[config.mk]
export PLATFORM = sky130hd
export DESIGN_NAME = bdmc_top
export DESIGN_NICKNAME = d
export VERILOG_FILES = /design/src/rtl/bdmc_pkg.sv /design/src/rtl/bdmc_sync.sv /design/src/rtl/bdmc_top.sv
export SDC_FILE = /design/constraint.sdc
export NUM_CORES = 1
export LEC_CHECK = 0
export ABC_CLOCK_PERIOD_IN_PS = 3240
export CORE_UTILIZATION = 54
export DETAILED_ROUTE_END_ITERATION = 10
export DONT_BUFFER_PORTS = 1
export PLACE_DENSITY = 0.69
export SLEW_MARGIN = 15
export SYNTH_ARGS = -nofsm -noshare
export SYNTH_HDL_FRONTEND = slang
export SYNTH_SLANG_ARGS = --single-unit
[constraint.sdc]
create_clock -name clk_sys -period 3.24 [get_ports clk_sys]
set_clock_uncertainty 0.05 [all_clocks]
set_input_delay 0.162 -clock clk_sys [delete_from_list [all_inputs] [get_ports clk_sys]]
set_output_delay 0.162 -clock clk_sys [all_outputs]
set_load 0.01 [all_outputs]
[src/rtl/bdmc_pkg.sv]
// Package: constants and types of the bus driver mode control block
package bdmc_pkg;
   // Timing
   localparam int CLK_MHZ = 40;
   localparam int LOGIC_FILTER_NS = 500;
   localparam int FILT_CYC_RAW = (LOGIC_FILTER_NS * CLK_MHZ + 999) / 1000;
   localparam int FILT_CYC = (FILT_CYC_RAW < 1) ? 1 : FILT_CYC_RAW;
   localparam int MODE_CHANGE_NS = 1000;
   localparam int MODE_CHG_RAW = (MODE_CHANGE_NS * CLK_MHZ) / 1000;
   localparam int MODE_CHG_CYC = (MODE_CHG_RAW < 1) ? 1 : MODE_CHG_RAW;
   localparam int FILT_W = $clog2(FILT_CYC + 1);
   localparam logic [FILT_W-1:0] FILT_LAST = FILT_W'(FILT_CYC - 1);
   localparam logic [FILT_W-1:0] FILT_RST = '0;

   // Synchroniser bit positions
   localparam int SI_MODE = 0;
   localparam int SI_TX_ENABLE_N_N = 1;
   localparam int SI_GE = 2;
   localparam int SI_TXD = 3;
   localparam int SI_VCC_UV = 4;
   localparam int SI_VIO_UV = 5;
   localparam int SI_POR = 6;
   localparam int SI_WAKE = 7;
   localparam int SI_TOUT = 8;
   localparam int SI_OTEMP = 9;
   localparam int SI_BERR = 10;
   localparam int SI_RXD = 11;
   localparam int SI_RXACT = 12;
   localparam int SYNC_W = 13;
   localparam logic [SYNC_W-1:0] SYNC_RST = 13'h0002;

   // Input defaults when the logic supply is gone
   localparam logic TXD_DFLT = 1'b0;
   localparam logic TX_ENABLE_N_N_DFLT = 1'b1;
   localparam logic MODE_DFLT = 1'b0;
   localparam logic GE_DFLT = 1'b0;

   // Register bus
   localparam int ADDR_W = 8;
   localparam logic [ADDR_W-1:0] STATUS_OFS = 8'h00;
   localparam logic [31:0] RDATA_RST = 32'h0000_0000;

   // Status word fields
   localparam int FLAG_W = 8;
   localparam int F_VCC_UV = 0;
   localparam int F_VIO_UV = 1;
   localparam int F_FORCED = 2;
   localparam int F_GUARD = 3;
   localparam int F_TOUT = 4;
   localparam int F_OTEMP = 5;
   localparam int F_BERR = 6;
   localparam int F_WAKE = 7;
   localparam int ST_BUSACT = 8;
   localparam int ST_MODE_LO = 9;
   localparam int ST_MODE_REQ = 11;
   localparam int ST_TXON = 12;
   localparam logic [FLAG_W-1:0] FLAGS_RST = 8'h00;
   localparam logic [FLAG_W-1:0] ERR_MASK = 8'h7f;

   typedef enum logic [1:0] {
      OFF_CONDITION = 2'b00,
      STANDBY_MODE = 2'b01,
      NORMAL_MODE = 2'b10
   } bdmc_mode_e;

   typedef struct packed {
      logic [SYNC_W-1:0] s1;
      logic [SYNC_W-1:0] s2;
   } bdmc_sync_s;

   typedef struct packed {
      bdmc_mode_e mode;
      logic mode_req;
      logic [FILT_W-1:0] filt_cnt;
      logic tx_enable_n_n_d;
      logic tx_armed;
      logic tx_on;
      logic [FLAG_W-1:0] flags;
      logic bus_act;
      logic bus_plus;
      logic bus_minus;
      logic drive_en;
      logic bias_mid;
      logic rx_data;
      logic err_n;
      logic pready;
      logic pslverr;
      logic [31:0] prdata;
   } bdmc_state_s;
endpackage

[src/rtl/bdmc_sync.sv]
// Two-stage synchroniser for all pin and monitor inputs
`timescale 1ns/1ps
module bdmc_sync (
   // Clock and reset
   input wire logic clk_sys,
   input wire logic rst_n,
   // Data
   input wire logic [bdmc_pkg::SYNC_W-1:0] async_in,
   output logic [bdmc_pkg::SYNC_W-1:0] sync_out
);
   import bdmc_pkg::*;

   bdmc_sync_s r;
   bdmc_sync_s n;

   // First stage is read by the second stage only
   always_comb begin
      n = r;
      n.s1 = async_in;
      n.s2 = r.s1;
   end

   always_ff @(posedge clk_sys or negedge rst_n) begin
      if (!rst_n) begin
         r <= '{s1: SYNC_RST, s2: SYNC_RST};
      end else begin
         r <= n;
      end
   end

   assign sync_out = r.s2;
endmodule

[src/rtl/bdmc_top.sv]
// Mode control, transmitter gating and status of the bus driver
`timescale 1ns/1ps
module bdmc_top (
   // Clock and reset
   input wire logic clk_sys,
   input wire logic rst_n,
   // Controller interface
   input wire logic tx_data,
   input wire logic tx_enable_n,
   output logic rx_data,
   // Guardian and host interface
   input wire logic guardian_enable,
   input wire logic mode_select_n_standby,
   output logic error_out_n,
   // Supply monitors and detectors
   input wire logic vcc_undervoltage,
   input wire logic vio_undervoltage,
   input wire logic below_power_on_reset_threshold,
   input wire logic wake_detected,
   input wire logic tx_timeout,
   input wire logic overtemperature,
   input wire logic bus_error,
   // Bus receiver and driver
   input wire logic bus_rx_data,
   input wire logic bus_rx_active,
   output logic bus_line_plus,
   output logic bus_line_minus,
   output logic bus_drive_en,
   output logic bus_bias_mid,
   output logic bus_activity_flag,
   // APB slave
   input wire logic psel,
   input wire logic penable,
   input wire logic pwrite,
   input wire logic [bdmc_pkg::ADDR_W-1:0] paddr,
   input wire logic [31:0] pwdata,
   output logic [31:0] prdata,
   output logic pready,
   output logic pslverr
);
   import bdmc_pkg::*;

   bdmc_state_s r;
   bdmc_state_s n;
   logic [SYNC_W-1:0] pins_raw;
   logic [SYNC_W-1:0] s;
   logic vio_uv;
   logic vcc_uv;
   logic uv;
   logic por_low;
   logic txd;
   logic tx_enable_n_n;
   logic ge;
   logic mode_sel;
   logic tx_enable_n_fall;
   logic is_normal;
   logic is_standby;
   logic st_hit;
   logic wr_status;
   logic [FLAG_W-1:0] set_f;
   logic [FLAG_W-1:0] clr_f;
   logic [31:0] status_w;

   assign pins_raw[SI_MODE] = mode_select_n_standby;
   assign pins_raw[SI_TX_ENABLE_N_N] = tx_enable_n;
   assign pins_raw[SI_GE] = guardian_enable;
   assign pins_raw[SI_TXD] = tx_data;
   assign pins_raw[SI_VCC_UV] = vcc_undervoltage;
   assign pins_raw[SI_VIO_UV] = vio_undervoltage;
   assign pins_raw[SI_POR] = below_power_on_reset_threshold;
   assign pins_raw[SI_WAKE] = wake_detected;
   assign pins_raw[SI_TOUT] = tx_timeout;
   assign pins_raw[SI_OTEMP] = overtemperature;
   assign pins_raw[SI_BERR] = bus_error;
   assign pins_raw[SI_RXD] = bus_rx_data;
   assign pins_raw[SI_RXACT] = bus_rx_active;

   bdmc_sync u_sync (
      .clk_sys(clk_sys),
      .rst_n(rst_n),
      .async_in(pins_raw),
      .sync_out(s)
   );

   // Without the logic supply the pins float and the pull defaults apply
   assign vio_uv = s[SI_VIO_UV];
   assign vcc_uv = s[SI_VCC_UV];
   assign uv = vio_uv | vcc_uv;
   assign por_low = s[SI_POR];
   assign txd = vio_uv ? TXD_DFLT : s[SI_TXD];
   assign tx_enable_n_n = vio_uv ? TX_ENABLE_N_N_DFLT : s[SI_TX_ENABLE_N_N];
   assign ge = vio_uv ? GE_DFLT : s[SI_GE];
   assign mode_sel = vio_uv ? MODE_DFLT : s[SI_MODE];
   assign tx_enable_n_fall = r.tx_enable_n_n_d & ~tx_enable_n_n;
   assign is_normal = (r.mode == NORMAL_MODE);
   assign is_standby = (r.mode == STANDBY_MODE);

   // Sticky flag events
   always_comb begin
      set_f = '0;
      set_f[F_VCC_UV] = is_normal & vcc_uv;
      set_f[F_VIO_UV] = is_normal & vio_uv;
      set_f[F_FORCED] = is_normal & uv & r.mode_req;
      set_f[F_GUARD] = is_normal & ~ge;
      set_f[F_TOUT] = is_normal & r.tx_on & s[SI_TOUT];
      set_f[F_OTEMP] = is_normal & r.tx_on & s[SI_OTEMP];
      set_f[F_BERR] = is_normal & r.tx_on & s[SI_BERR];
      // Detector runs in Normal too, but only a Standby request reports
      set_f[F_WAKE] = is_standby & ~r.mode_req & s[SI_WAKE];
   end

   // Register access
   assign st_hit = (paddr == STATUS_OFS);
   assign wr_status = psel & penable & r.pready & pwrite & st_hit;
   assign clr_f = wr_status ? pwdata[FLAG_W-1:0] : '0;

   always_comb begin
      status_w = '0;
      status_w[FLAG_W-1:0] = r.flags;
      status_w[ST_BUSACT] = r.bus_act;
      status_w[ST_MODE_LO +: 2] = r.mode;
      status_w[ST_MODE_REQ] = r.mode_req;
      status_w[ST_TXON] = r.tx_on;
   end

   always_comb begin
      n = r;

      // Mode request filter: a change must hold for the filter time
      if (mode_sel != r.mode_req) begin
         if (r.filt_cnt == FILT_LAST) begin
            n.mode_req = mode_sel;
            n.filt_cnt = FILT_RST;
         end else begin
            n.filt_cnt = r.filt_cnt + 1'b1;
         end
      end else begin
         n.filt_cnt = FILT_RST;
      end

      // Mode state machine
      case (r.mode)
         OFF_CONDITION: begin
            n.mode = STANDBY_MODE;
         end
         STANDBY_MODE: begin
            if (r.mode_req && !uv) begin
               n.mode = NORMAL_MODE;
            end
         end
         NORMAL_MODE: begin
            if (!r.mode_req || uv) begin
               n.mode = STANDBY_MODE;
            end
         end
         default: begin
            n.mode = OFF_CONDITION;
         end
      endcase
      if (por_low) begin
         n.mode = OFF_CONDITION;
      end

      // Set wins over a software clear in the same cycle
      n.flags = (r.flags & ~clr_f) | set_f;

      // Transmitter gating
      n.tx_enable_n_n_d = tx_enable_n_n;
      if (!is_normal || tx_enable_n_n || !ge || s[SI_TOUT] || s[SI_OTEMP]) begin
         n.tx_armed = 1'b0;
         n.tx_on = 1'b0;
      end else begin
         if (tx_enable_n_fall) begin
            n.tx_armed = 1'b1;
         end
         if (r.tx_armed && !txd) begin
            n.tx_on = 1'b1;
         end
      end
      if (n.mode != NORMAL_MODE) begin
         n.tx_armed = 1'b0;
         n.tx_on = 1'b0;
      end

      // Differential drive
      n.drive_en = n.tx_on;
      n.bus_plus = n.tx_on & txd;
      n.bus_minus = n.tx_on & ~txd;
      n.bias_mid = (n.mode == NORMAL_MODE);

      // Bus activity only seen in Normal
      n.bus_act = (n.mode == NORMAL_MODE) & s[SI_RXACT];

      // Receive and error outputs
      case (n.mode)
         NORMAL_MODE: begin
            n.rx_data = s[SI_RXACT] ? s[SI_RXD] : 1'b1;
            n.err_n = ~|(n.flags & ERR_MASK);
         end
         STANDBY_MODE: begin
            if (vio_uv) begin
               n.rx_data = 1'b0;
               n.err_n = 1'b0;
            end else if (n.mode_req) begin
               // A Normal request about to be served is no error
               n.rx_data = 1'b1;
               n.err_n = ~uv;
            end else begin
               n.rx_data = ~n.flags[F_WAKE];
               n.err_n = ~n.flags[F_WAKE];
            end
         end
         default: begin
            n.rx_data = 1'b0;
            n.err_n = 1'b0;
         end
      endcase

      // APB: zero-wait access, ready set from the setup cycle
      n.pready = psel & ~penable;
      n.pslverr = 1'b0;
      n.prdata = RDATA_RST;
      if (psel && !penable && st_hit) begin
         n.prdata = status_w;
      end else if (psel && !penable) begin
         n.pslverr = 1'b1;
      end
   end

   always_ff @(posedge clk_sys or negedge rst_n) begin
      if (!rst_n) begin
         r <= '{mode: OFF_CONDITION, mode_req: MODE_DFLT,
                filt_cnt: FILT_RST, tx_enable_n_n_d: TX_ENABLE_N_N_DFLT,
                tx_armed: 1'b0, tx_on: 1'b0, flags: FLAGS_RST,
                bus_act: 1'b0, bus_plus: 1'b0, bus_minus: 1'b0,
                drive_en: 1'b0, bias_mid: 1'b0, rx_data: 1'b0,
                err_n: 1'b0, pready: 1'b0, pslverr: 1'b0,
                prdata: RDATA_RST};
      end else begin
         r <= n;
      end
   end

   assign rx_data = r.rx_data;
   assign error_out_n = r.err_n;
   assign bus_line_plus = r.bus_plus;
   assign bus_line_minus = r.bus_minus;
   assign bus_drive_en = r.drive_en;
   assign bus_bias_mid = r.bias_mid;
   assign bus_activity_flag = r.bus_act;
   assign prdata = r.prdata;
   assign pready = r.pready;
   assign pslverr = r.pslverr;
endmodule

==> results of run 1 <==
## synthesized netlist by cell type (all sizes together)
master,count
o22ai,1
nor4bb,2
clkbuf,2
or3,1
and4,1
a21oi,7
nor2b,6
buf,32
inv,8
and4b,1
dfrtp,63
a22o,2
nor3,3
dfstp,3
and3,1
xor2,1
o31ai,1
nand2b,8
conb,1
nor2,14
or2,2
xnor2,3
a31oi,1
o21ai,3
mux2i,1
a21o,2
nand4b,1
nor4b,1
and2,13
nand3,7
nor4,2
o41ai,1
nand2,9
nor3b,1
ha,3
a41oi,1
nand4,2
a32o,1
## through the flow
step           total power, mW  std cells
2_1_floorplan            0.911        230
3_3_place_gp             0.898        248
3_5_place_dp             0.900        248
4_1_cts                   1.62        291
5_1_grt                   1.66        291
6_report                  1.60        291
## logic make-up after synthesis
kind of cell	share of synthesized area [%]
other	0.144
AOI/OAI and AO/OA	5.24
xor gates and xnor gates	1.35
buffers and inverters	10.7
muxes	0.384
and+or+nand+nor	17.2
adders and majority gates	1.44
DFF	63.5
## power by group
group	switching (mW)	leakage [nW]	internal (mW)
logic	0.0400	0.475	0.0320
clock network	0.274	0.101	0.397
registers	0.0107	0.835	0.846
## routing by layer
metal / vias up / global-route usage [%] / part of all wire, %
met5: - / 0 / 0
met4: 0 / 11.8 / 1.8
met3: 7 / 6.89 / 6.4
met2: 78 / 31.0 / 51
met1: 741 / 24.9 / 41
li1: 698 / - / -
## worst paths after layout
kind / start / endpoint / slack, ns
min in group asynchronous: rst_n / error_out_n / 0.31
max: u_sync.sync_out[5] / error_out_n / 0.79
max in group asynchronous: rst_n / r[51] / 2.53
min reg2reg: u_sync.n[12] / u_sync.sync_out[12] / 0.30
min: pwdata[0] / r[41] / 0.02
max reg2reg: u_sync.sync_out[5] / error_out_n / 0.79
## worst register-to-register path, cell delays in order (launching register included)
cell and delay, ns:
dfrtp_1 0.48, nor2_1 0.27, nand2_1 0.09, or3_1 0.38
ha_1 0.32, nand2b_1 0.18, and4b_1 0.27, nand4b_1 0.11
o31ai_2 0.22
## registers in the layout (all words and copies together) (netlist names), 13 cells and up
signal / flops
r: 18
prdata: 13
u_sync.n: 13
u_sync.sync_out: 13
## layout make-up
type                            instances  area (µm²)  share of cell area, %
Clock buffer                           14         163                   5.47
Inverter                                8        30.0                   1.01
Clock inverter                          2        35.0                   1.18
Timing Repair Buffer                   27         288                   9.67
Tap cell                               52        65.1                   2.19
Multi-Input combinational cell        122         739                   24.9
Sequential cell                        66        1660                   55.6
## what timing repair did
item                       4_1_cts  5_1_grt
hold endpoints to repair        88        0
setup buffers                    0        0
hold buffers                    27        0
setup endpoints to repair        0        0
==> results.py, run 1 <==
metrics = {
    "outcome": {
        "status": "finished, final reports clean",
    },
    "worst_setup_path": {
        "start_kind": "register",
        "critPathBufInv": 0,
        "crit_path_cell_trace": "nor2_1 > nand2_1 > or3_1 > ha_1 > nand2b_1 > and4b_1 > nand4b_1 > o31ai_2",
        "worstSetupPathDepth": 8,
        "worstPathArrival_ns": 2.64,
        "cp-end-kind": "register",
        "cp.required_ns": 3.44,
        "cp_slowest_stage_delay_ns": 0.48,
        "crit_slowest_cell": "dfrtp_1",
        "cp_max_fo": 7,
        "setup.worst_path.class": "reg2reg",
        "cp_top_family": "simple AND/OR/NAND/NOR gates",
        "r2r_cells": 8,
    },
    "global_route": {
        "grt-ovfl-total": 0,
        "track_usage_pct": 20.1,
        "grt_pass1_vias": 1523,
        "grt_pass1_wl_mm": 7.36,
        "antenna_found_initial": 0,
        "grt_max_degree": 67,
    },
    "sta": {
        "setup_viol": 0,
        "tightest_slew_ns": 0.542,
        "max_freq_mhz": 408,
        "slew_violations": 0,
        "hold_viol": 0,
        "whs_ns": 0.0250,
        "fin_crit_sh_pct": 75.6,
        "worst_slack_ns": 0.791,
        "tns_ns": 0,
        "min_period_ns": 2.45,
        "rsz0062_at_grt": "false",
        "slew_headroom_pct": 63.7,
    },
    "pwr": {
        "ir_drop_mv": 0.378,
        "powerDensity_mw_per_mm2": 538,
        "p_leak_nw": 1.41,
    },
    "routing": {
        "wire_per_inst_um": 14.8,
        "ant_nets": 0,
        "wl_mm": 4.30,
        "drc": 0,
        "dr.pass1.iters": 4,
        "drt-initial-drc-count": 133,
        "vias": 1524,
        "via_per_inst": 5.24,
    },
    "finish": {
        "fillers": 348,
        "num-nets-final": 295,
        "final_cell_mix": "63 x dfrtp_1, 26 x dlygate4sd3_1, 19 x conb_1",
        "final_common_cell": "dfrtp_1",
        "num_antenna_cells": 0,
        "drive_gt1_share_pct": 9.62,
        "postLayoutCellArea_mm2": 0.00298,
        "area_growth_pct": 14.2,
        "utilization_pct": 66.1,
    },
    "synthesis": {
        "yosys-top-cells-area": "dfrtp_1 61%, buf_4 9.2%, and2_1 3.1%",
        "yosysSeqAreaShare_pct": 63.5,
        "yosysTopAreaCell": "dfrtp_1",
        "synth.avg_cell_area_um2": 12.3,
        "synth-seq-cells": 66,
        "synth_cell_types": 38,
        "syn-cell-area_mm2": 0.00260,
        "ys_warn_count": 0,
        "synth_top_area_share_pct": 60.5,
        "synth_cells": 212,
    },
    "cts": {
        "cts_max_level": 3,
        "cts_resized": 0,
        "cts_made_buffers": 9,
        "clkTransAtPathRegs_ns": 0.07,
        "cts-root-buf": "clkbuf_8",
        "cts.sinks": 66,
        "cts_tree": "yes",
        "clk_path_buf_depth": 2,
        "clkLatencyLatePin_ns": 0.34,
    },
    "floorplanning": {
        "dieArea_mm2": 0.00511,
        "die_width_um": 71.5,
        "rows": 24,
        "io_pins": 99,
        "start_util_pct": 57.8,
        "coreArea_mm2": 0.00450,
        "die_h_um": 71.5,
    },
    "worst_hold_path": {
        "holdPathStages": 2,
        "hp-class": "in2reg",
    },
    "place": {
        "pre_cts_slack_ns": 0.799,
        "gp_congestion": 0.825,
        "dp_hpwl_mm": 2.84,
        "dpl_cell_area_mm2": 0.00249,
        "port_buffers": 0,
    },
    "job": {
        "max-cap-violations": 0,
    },
}
Power figures use the tool's default switching activity.
==> run 2: changes to the inputs <==
- ABC_CLOCK_PERIOD_IN_PS: 3240 -> 2200
- PLACE_DENSITY: 0.69 -> 0.72
- clock period: 3.24 -> 2.2 ns (I/O delays scaled with it)
==> results.py, run 2 (same netlist as run 1, synthesis figures left out) <==
metrics = {
    "global_route": {
        "grt_pass1_vias": 1610,
        "grt_pass1_wl_mm": 7.25,
        "grt-ovfl-total": 0,
        "grt_max_degree": 67,
        "antenna_found_initial": 0,
        "track_usage_pct": 19.7,
    },
    "finish": {
        "postLayoutCellArea_mm2": 0.00312,
        "register_area_mm2": 0.00166,
        "num_antenna_cells": 0,
        "largest_reg_flops": 18,
        "num-nets-final": 305,
        "multi_input_area_um2": 793,
        "drive_gt1_share_pct": 16.9,
        "area_growth_pct": 19.9,
        "utilization_pct": 69.3,
        "final_cell_mix": "62 x dfrtp_1, 29 x dlygate4sd3_1, 19 x conb_1",
        "fillers": 308,
        "final_common_cell": "dfrtp_1",
        "regMostFlops": "r",
    },
    "place": {
        "port_buffers": 0,
        "gp_congestion": 0.842,
        "dpl_cell_area_mm2": 0.00252,
        "dp_hpwl_mm": 3.05,
    },
    "worst_setup_path": {
        "worstPathArrival_ns": 2.38,
        "cp_max_fo": 2,
        "cp_slowest_stage_delay_ns": 0.40,
        "crit_slowest_cell": "or3_4",
        "r2r_cells": 8,
        "start_kind": "register",
        "setup.worst_path.class": "reg2reg",
        "cp.required_ns": 2.39,
        "r2r-start": "u_sync.sync_out[4]",
        "crit_path_cell_trace": "nor2_2 > nand2_1 > or3_4 > ha_4 > nand2b_4 > and4b_1 > nand4b_1 > o31ai_2",
        "cp-end-kind": "register",
        "critPathLaunch": "u_sync.sync_out[4]",
    },
    "sta": {
        "max_freq_mhz": 458,
        "tightest_slew_ns": 0.511,
        "tns_ns": 0,
        "fin_crit_sh_pct": 99.2,
        "slew_headroom_pct": 65.5,
        "rsz0062_at_grt": "true",
        "slew_violations": 0,
        "whs_ns": -0.0139,
        "min_period_ns": 2.18,
        "hold_viol": 2,
        "setup_viol": 0,
    },
    "pwr": {
        "power.share.clock_pct": 42.5,
        "combPwrFrac_pct": 5.2,
        "pwr-share-seq_pct": 52.3,
        "p_int_mw": 1.92,
        "ir_drop_mv": 0.435,
        "p_switching_mw": 0.487,
        "powerDensity_mw_per_mm2": 771,
        "finalPower_mw": 2.41,
        "p_leak_nw": 1.46,
        "swShare_pct": 20.2,
    },
    "routing": {
        "drc": 0,
        "wl_mm": 4.59,
        "dr.pass1.iters": 4,
        "wire_per_inst_um": 15.3,
        "via_per_inst": 5.21,
        "drt-initial-drc-count": 102,
        "vias": 1568,
        "ant_nets": 0,
    },
    "cts": {
        "cts-root-buf": "clkbuf_8",
        "cts_max_level": 3,
        "cts.sinks": 66,
        "clk_path_buf_depth": 2,
        "cts_tree": "yes",
        "clkTransAtPathRegs_ns": 0.07,
        "cts_made_buffers": 9,
        "clkLatencyLatePin_ns": 0.34,
    },
    "worst_hold_path": {
        "min_from": "paddr[7]",
        "hp-class": "in2reg",
        "holdPathStages": 3,
    },
    "job": {
        "max-cap-violations": 0,
    },
    "floorplanning": {
        "io_pins": 99,
        "dieArea_mm2": 0.00511,
        "start_util_pct": 57.8,
        "die_h_um": 71.5,
        "die_width_um": 71.5,
        "coreArea_mm2": 0.00450,
        "rows": 24,
    },
    "outcome": {
        "violations": "hold timing",
        "status": "finished, violations left",
    },
}
[run 2: power groups by stage]
stage                     combinational [mW]  clock (mW)  sequential (mW)
after floorplan                       0.0630           0             1.28
after global placement                0.0463           0             1.28
after detailed placement              0.0486           0             1.28
after CTS                              0.121        1.04             1.26
after global routing                   0.138        1.09             1.26
final                                  0.124        1.02             1.26
[run 2: critical path: cells and delay by family (launching register included)]
| kind | cells | cell delay [ns] |
|---|---|---|
| adders and majority gates | 1 | 0.23 |
| DFF | 1 | 0.38 |
| AOI/OAI and AO/OA | 1 | 0.27 |
| and+or+nand+nor | 6 | 1.16 |
[run 2: repair_timing]
item / CTS / global route
hold endpoints to repair: 90 / 2
gates resized for setup: 7 / 5
buffers inserted: 0 / 3
setup endpoints to repair: 1 / 15
hold buffers: 31 / 1
pin swaps: 3 / 4
[run 2: final timing paths]
kind / endpoint / slack [ns]
setup reg to reg: error_out_n / 0.02
hold / removal: prdata[4] / -0.01
hold reg to reg: u_sync.sync_out[3] / 0.30
min in group asynchronous: prdata[10] / 0.25
setup / recovery: error_out_n / 0.02
max in group asynchronous: r[51] / 1.54
[run 2: metrics by stage]
step,setup WS (ns),cells,hold WS [ns]
4_1_cts,0.0187,299,0.0464
6_report,0.0173,301,-0.0139
3_5_place_dp,-0.0788,252,-0.234
2_1_floorplan,0.0963,230,-0.236
3_3_place_gp,0.0529,252,-0.234
5_1_grt,-0.0462,301,-0.00561
[run 2: layer usage]
layer	part of all wire (%)	wire [µm]	GRT usage, %
met1	39	1810	21.4
met2	51	2360	33.3
met3	5.3	242	5.20
met4	4.0	183	14.8
met5	0	0	0
[run 2: layout make-up]
| class | count | share of cell area [%] |
|---|---|---|
| clock buffers | 14 | 5.53 |
| clock inverters | 2 | 1.12 |
| inverters | 8 | 0.962 |
| multi-input cells | 122 | 25.4 |
| flip-flops and latches | 66 | 53.0 |
| well taps | 52 | 2.08 |
| repair buffers | 37 | 11.9 |
==> run 3: changes to the inputs <==
- SYNTH_HIERARCHICAL: unset -> 1
==> results.py, run 3 <==
metrics = {
    "outcome": {
        "status": "finished, final reports clean",
    },
    "sta": {
        "min_period_ns": 2.16,
        "slew_violations": 0,
        "rsz0062_at_grt": "true",
        "max_freq_mhz": 464,
        "fin_crit_sh_pct": 98.0,
        "whs_ns": 0.0437,
        "tns_ns": 0,
        "hold_viol": 0,
        "setup_viol": 0,
    },
    "global_route": {
        "grt_max_degree": 67,
        "grt-ovfl-total": 0,
        "grtUsageMet2_pct": 28.2,
        "busiest_layer": "met2",
        "grt_pass1_wl_mm": 6.96,
        "track_usage_pct": 18.6,
        "grt_use_met3_pct": 5.77,
        "grt_util_met1_pct": 23.2,
        "grt_pass1_vias": 1497,
        "antenna_found_initial": 0,
    },
    "floorplanning": {
        "rows": 25,
        "dieArea_mm2": 0.00515,
        "start_util_pct": 56.0,
        "coreArea_mm2": 0.00469,
        "io_pins": 99,
        "die_h_um": 71.8,
        "die_width_um": 71.8,
    },
    "finish": {
        "final_cell_mix": "63 x dfrtp_1, 27 x dlygate4sd3_1, 19 x conb_1",
        "area_growth_pct": 20.2,
        "multi_input_area_um2": 776,
        "register_area_mm2": 0.00166,
        "final_common_cell": "dfrtp_1",
        "utilization_pct": 67.3,
        "regMostFlops": "r",
        "drive_gt1_share_pct": 18.0,
        "largest_reg_flops": 18,
        "fillers": 350,
        "num_antenna_cells": 0,
        "postLayoutCellArea_mm2": 0.00316,
        "num-nets-final": 311,
    },
    "routing": {
        "dr.pass1.iters": 4,
        "drt-initial-drc-count": 97,
        "drc": 0,
        "via_per_inst": 4.95,
        "wl_mm": 4.31,
        "ant_nets": 0,
        "wire_per_inst_um": 14.0,
        "vias": 1531,
    },
    "synthesis": {
        "synth_top_family_by_area": "simple AND/OR/NAND/NOR gates",
        "synth_xor_area_share_pct": 1.33,
        "async_reset_ff_share_pct": 100,
        "synth_top_area_share_pct": 60.0,
        "synth.top_cells.by_count": "63 x dfrtp_1, 32 x buf_4, 15 x and2_1, 12 x inv_1, 10 x nand2_1",
        "synth_cell_types": 43,
        "yosysTopAreaCell": "dfrtp_1",
        "synth.avg_cell_area_um2": 12.4,
        "synth_fa_ha_area_share_pct": 1.81,
        "synth_cells": 212,
        "yosys-top-cells-area": "dfrtp_1 60%, buf_4 9.1%, and2_1 3.6%",
        "yosys.area_share.simple_pct": 15.6,
        "synth.most_common_cell": "dfrtp_1",
        "synth_compound_area_share_pct": 5.95,
        "synth_edf_count": 0,
        "synth-seq-cells": 66,
        "ys.flop_type": "dfrtp_1",
        "ys_warn_count": 6,
        "yosysSeqAreaShare_pct": 63.0,
        "syn-cell-area_mm2": 0.00263,
        "yosys-mux-area-fraction_pct": 0.571,
    },
    "pwr": {
        "p_leak_nw": 1.49,
        "ir_drop_mv": 0.562,
        "powerDensity_mw_per_mm2": 753,
    },
    "place": {
        "dp_hpwl_mm": 2.61,
        "gp_congestion": 0.768,
        "dpl_cell_area_mm2": 0.00255,
        "port_buffers": 0,
    },
    "worst_setup_path": {
        "start_kind": "register",
        "worstPathArrival_ns": 2.36,
        "cp_max_fo": 2,
        "cp.required_ns": 2.40,
        "cp-end-kind": "register",
        "ff2ff_setup_slack_ns": 0.04,
        "setup.worst_path.class": "reg2reg",
    },
    "cts": {
        "cts_max_level": 3,
        "cts_made_buffers": 9,
        "cts.sinks": 66,
        "clk_path_buf_depth": 2,
        "cts_tree": "yes",
        "cts-root-buf": "clkbuf_8",
        "clkTransAtPathRegs_ns": 0.07,
        "clkLatencyLatePin_ns": 0.32,
    },
    "job": {
        "max-cap-violations": 0,
    },
    "worst_hold_path": {
        "hp-class": "in2reg",
    },
}
[run 3: cell types whose count changed after synthesis, sizes merged, moves of 3 or more]
cell / delta
o21ai: +5
inv: +4
nor2: -5
nand3: -3
nand2b: -4
[run 3: cell families (layout without fill, tap and decap cells)]
group,count (synthesis),count (layout)
AO/OA/AOI/OAI,24,24
XOR/XNOR,4,4
adder cells (fa/ha/maj),4,4
buffers and inverters,47,72
flip-flops,66,66
multiplexers,1,1
other,1,19
AND/OR/NAND/NOR,65,65
[run 3: what timing repair did]
item | CTS | global route
pin swaps | 4 | 3
endpoints found under the hold margin | 90 | 0
hold buffers | 28 | 0
setup endpoints to repair | 2 | 4
setup buffers | 7 | 2
gates resized for setup | 2 | 7
[run 3: metal layers]
metal / wire length [µm] / part of all wire [%] / vias to the layer above
met3: 203 / 4.7 / 12
met4: 110 / 2.6 / 0
met1: 1890 / 44 / 738
met5: 0 / 0 / -
met2: 2110 / 49 / 53
li1: - / - / 728
[run 3: worst max-delay path, cell delays in order, from the launching register on]
cell and delay (ns):
dfrtp_1 0.36, nor2_2 0.05, nand2_1 0.08, inv_1 0.05
maj3_1 0.40, nor2_4 0.15, ha_4 0.22, nand4b_1 0.17
or4_1 0.42, o21ai_1 0.15
[run 3: final cells by class]
type / count / share of cell area [%]
sequential: 66 / 52.4
multi-input combinational: 117 / 24.6
timing repair buffer: 44 / 13.2
clock buffer: 14 / 5.15
tap: 54 / 2.14
inverter: 12 / 1.43
clock inverter: 2 / 1.11
[run 3: final timing paths]
path	startpoint	end	cells after the start
worst max register to register	u_sync/sync_out[5]	error_out_n	9
worst min-delay path	paddr[2]	r[48]	4
max in group asynchronous	rst_n	r[51]	2
worst min register to register	u_sync/n[2]	u_sync/sync_out[2]	0
min in group asynchronous	rst_n	pready	2
worst max-delay path	u_sync/sync_out[5]	error_out_n	9
[run 3: through the flow]
step	setup WS, ns	instances	power (mW)
finish	0.0430	309	2.38
global placement	-0.0417	256	1.33
floorplan	0.0281	230	1.34
CTS	0.0145	307	2.40
global route	-0.0382	309	2.47
detailed placement	-0.0751	256	1.33
[run 3: power breakdown]
| part | internal (mW) | switching [mW] | leakage (nW) | total, mW |
|---|---|---|---|---|
| Clock | 0.585 | 0.403 | 0.101 | 0.988 |
| Sequential | 1.25 | 0.0136 | 0.835 | 1.26 |
| Combinational | 0.0663 | 0.0659 | 0.550 | 0.132 |
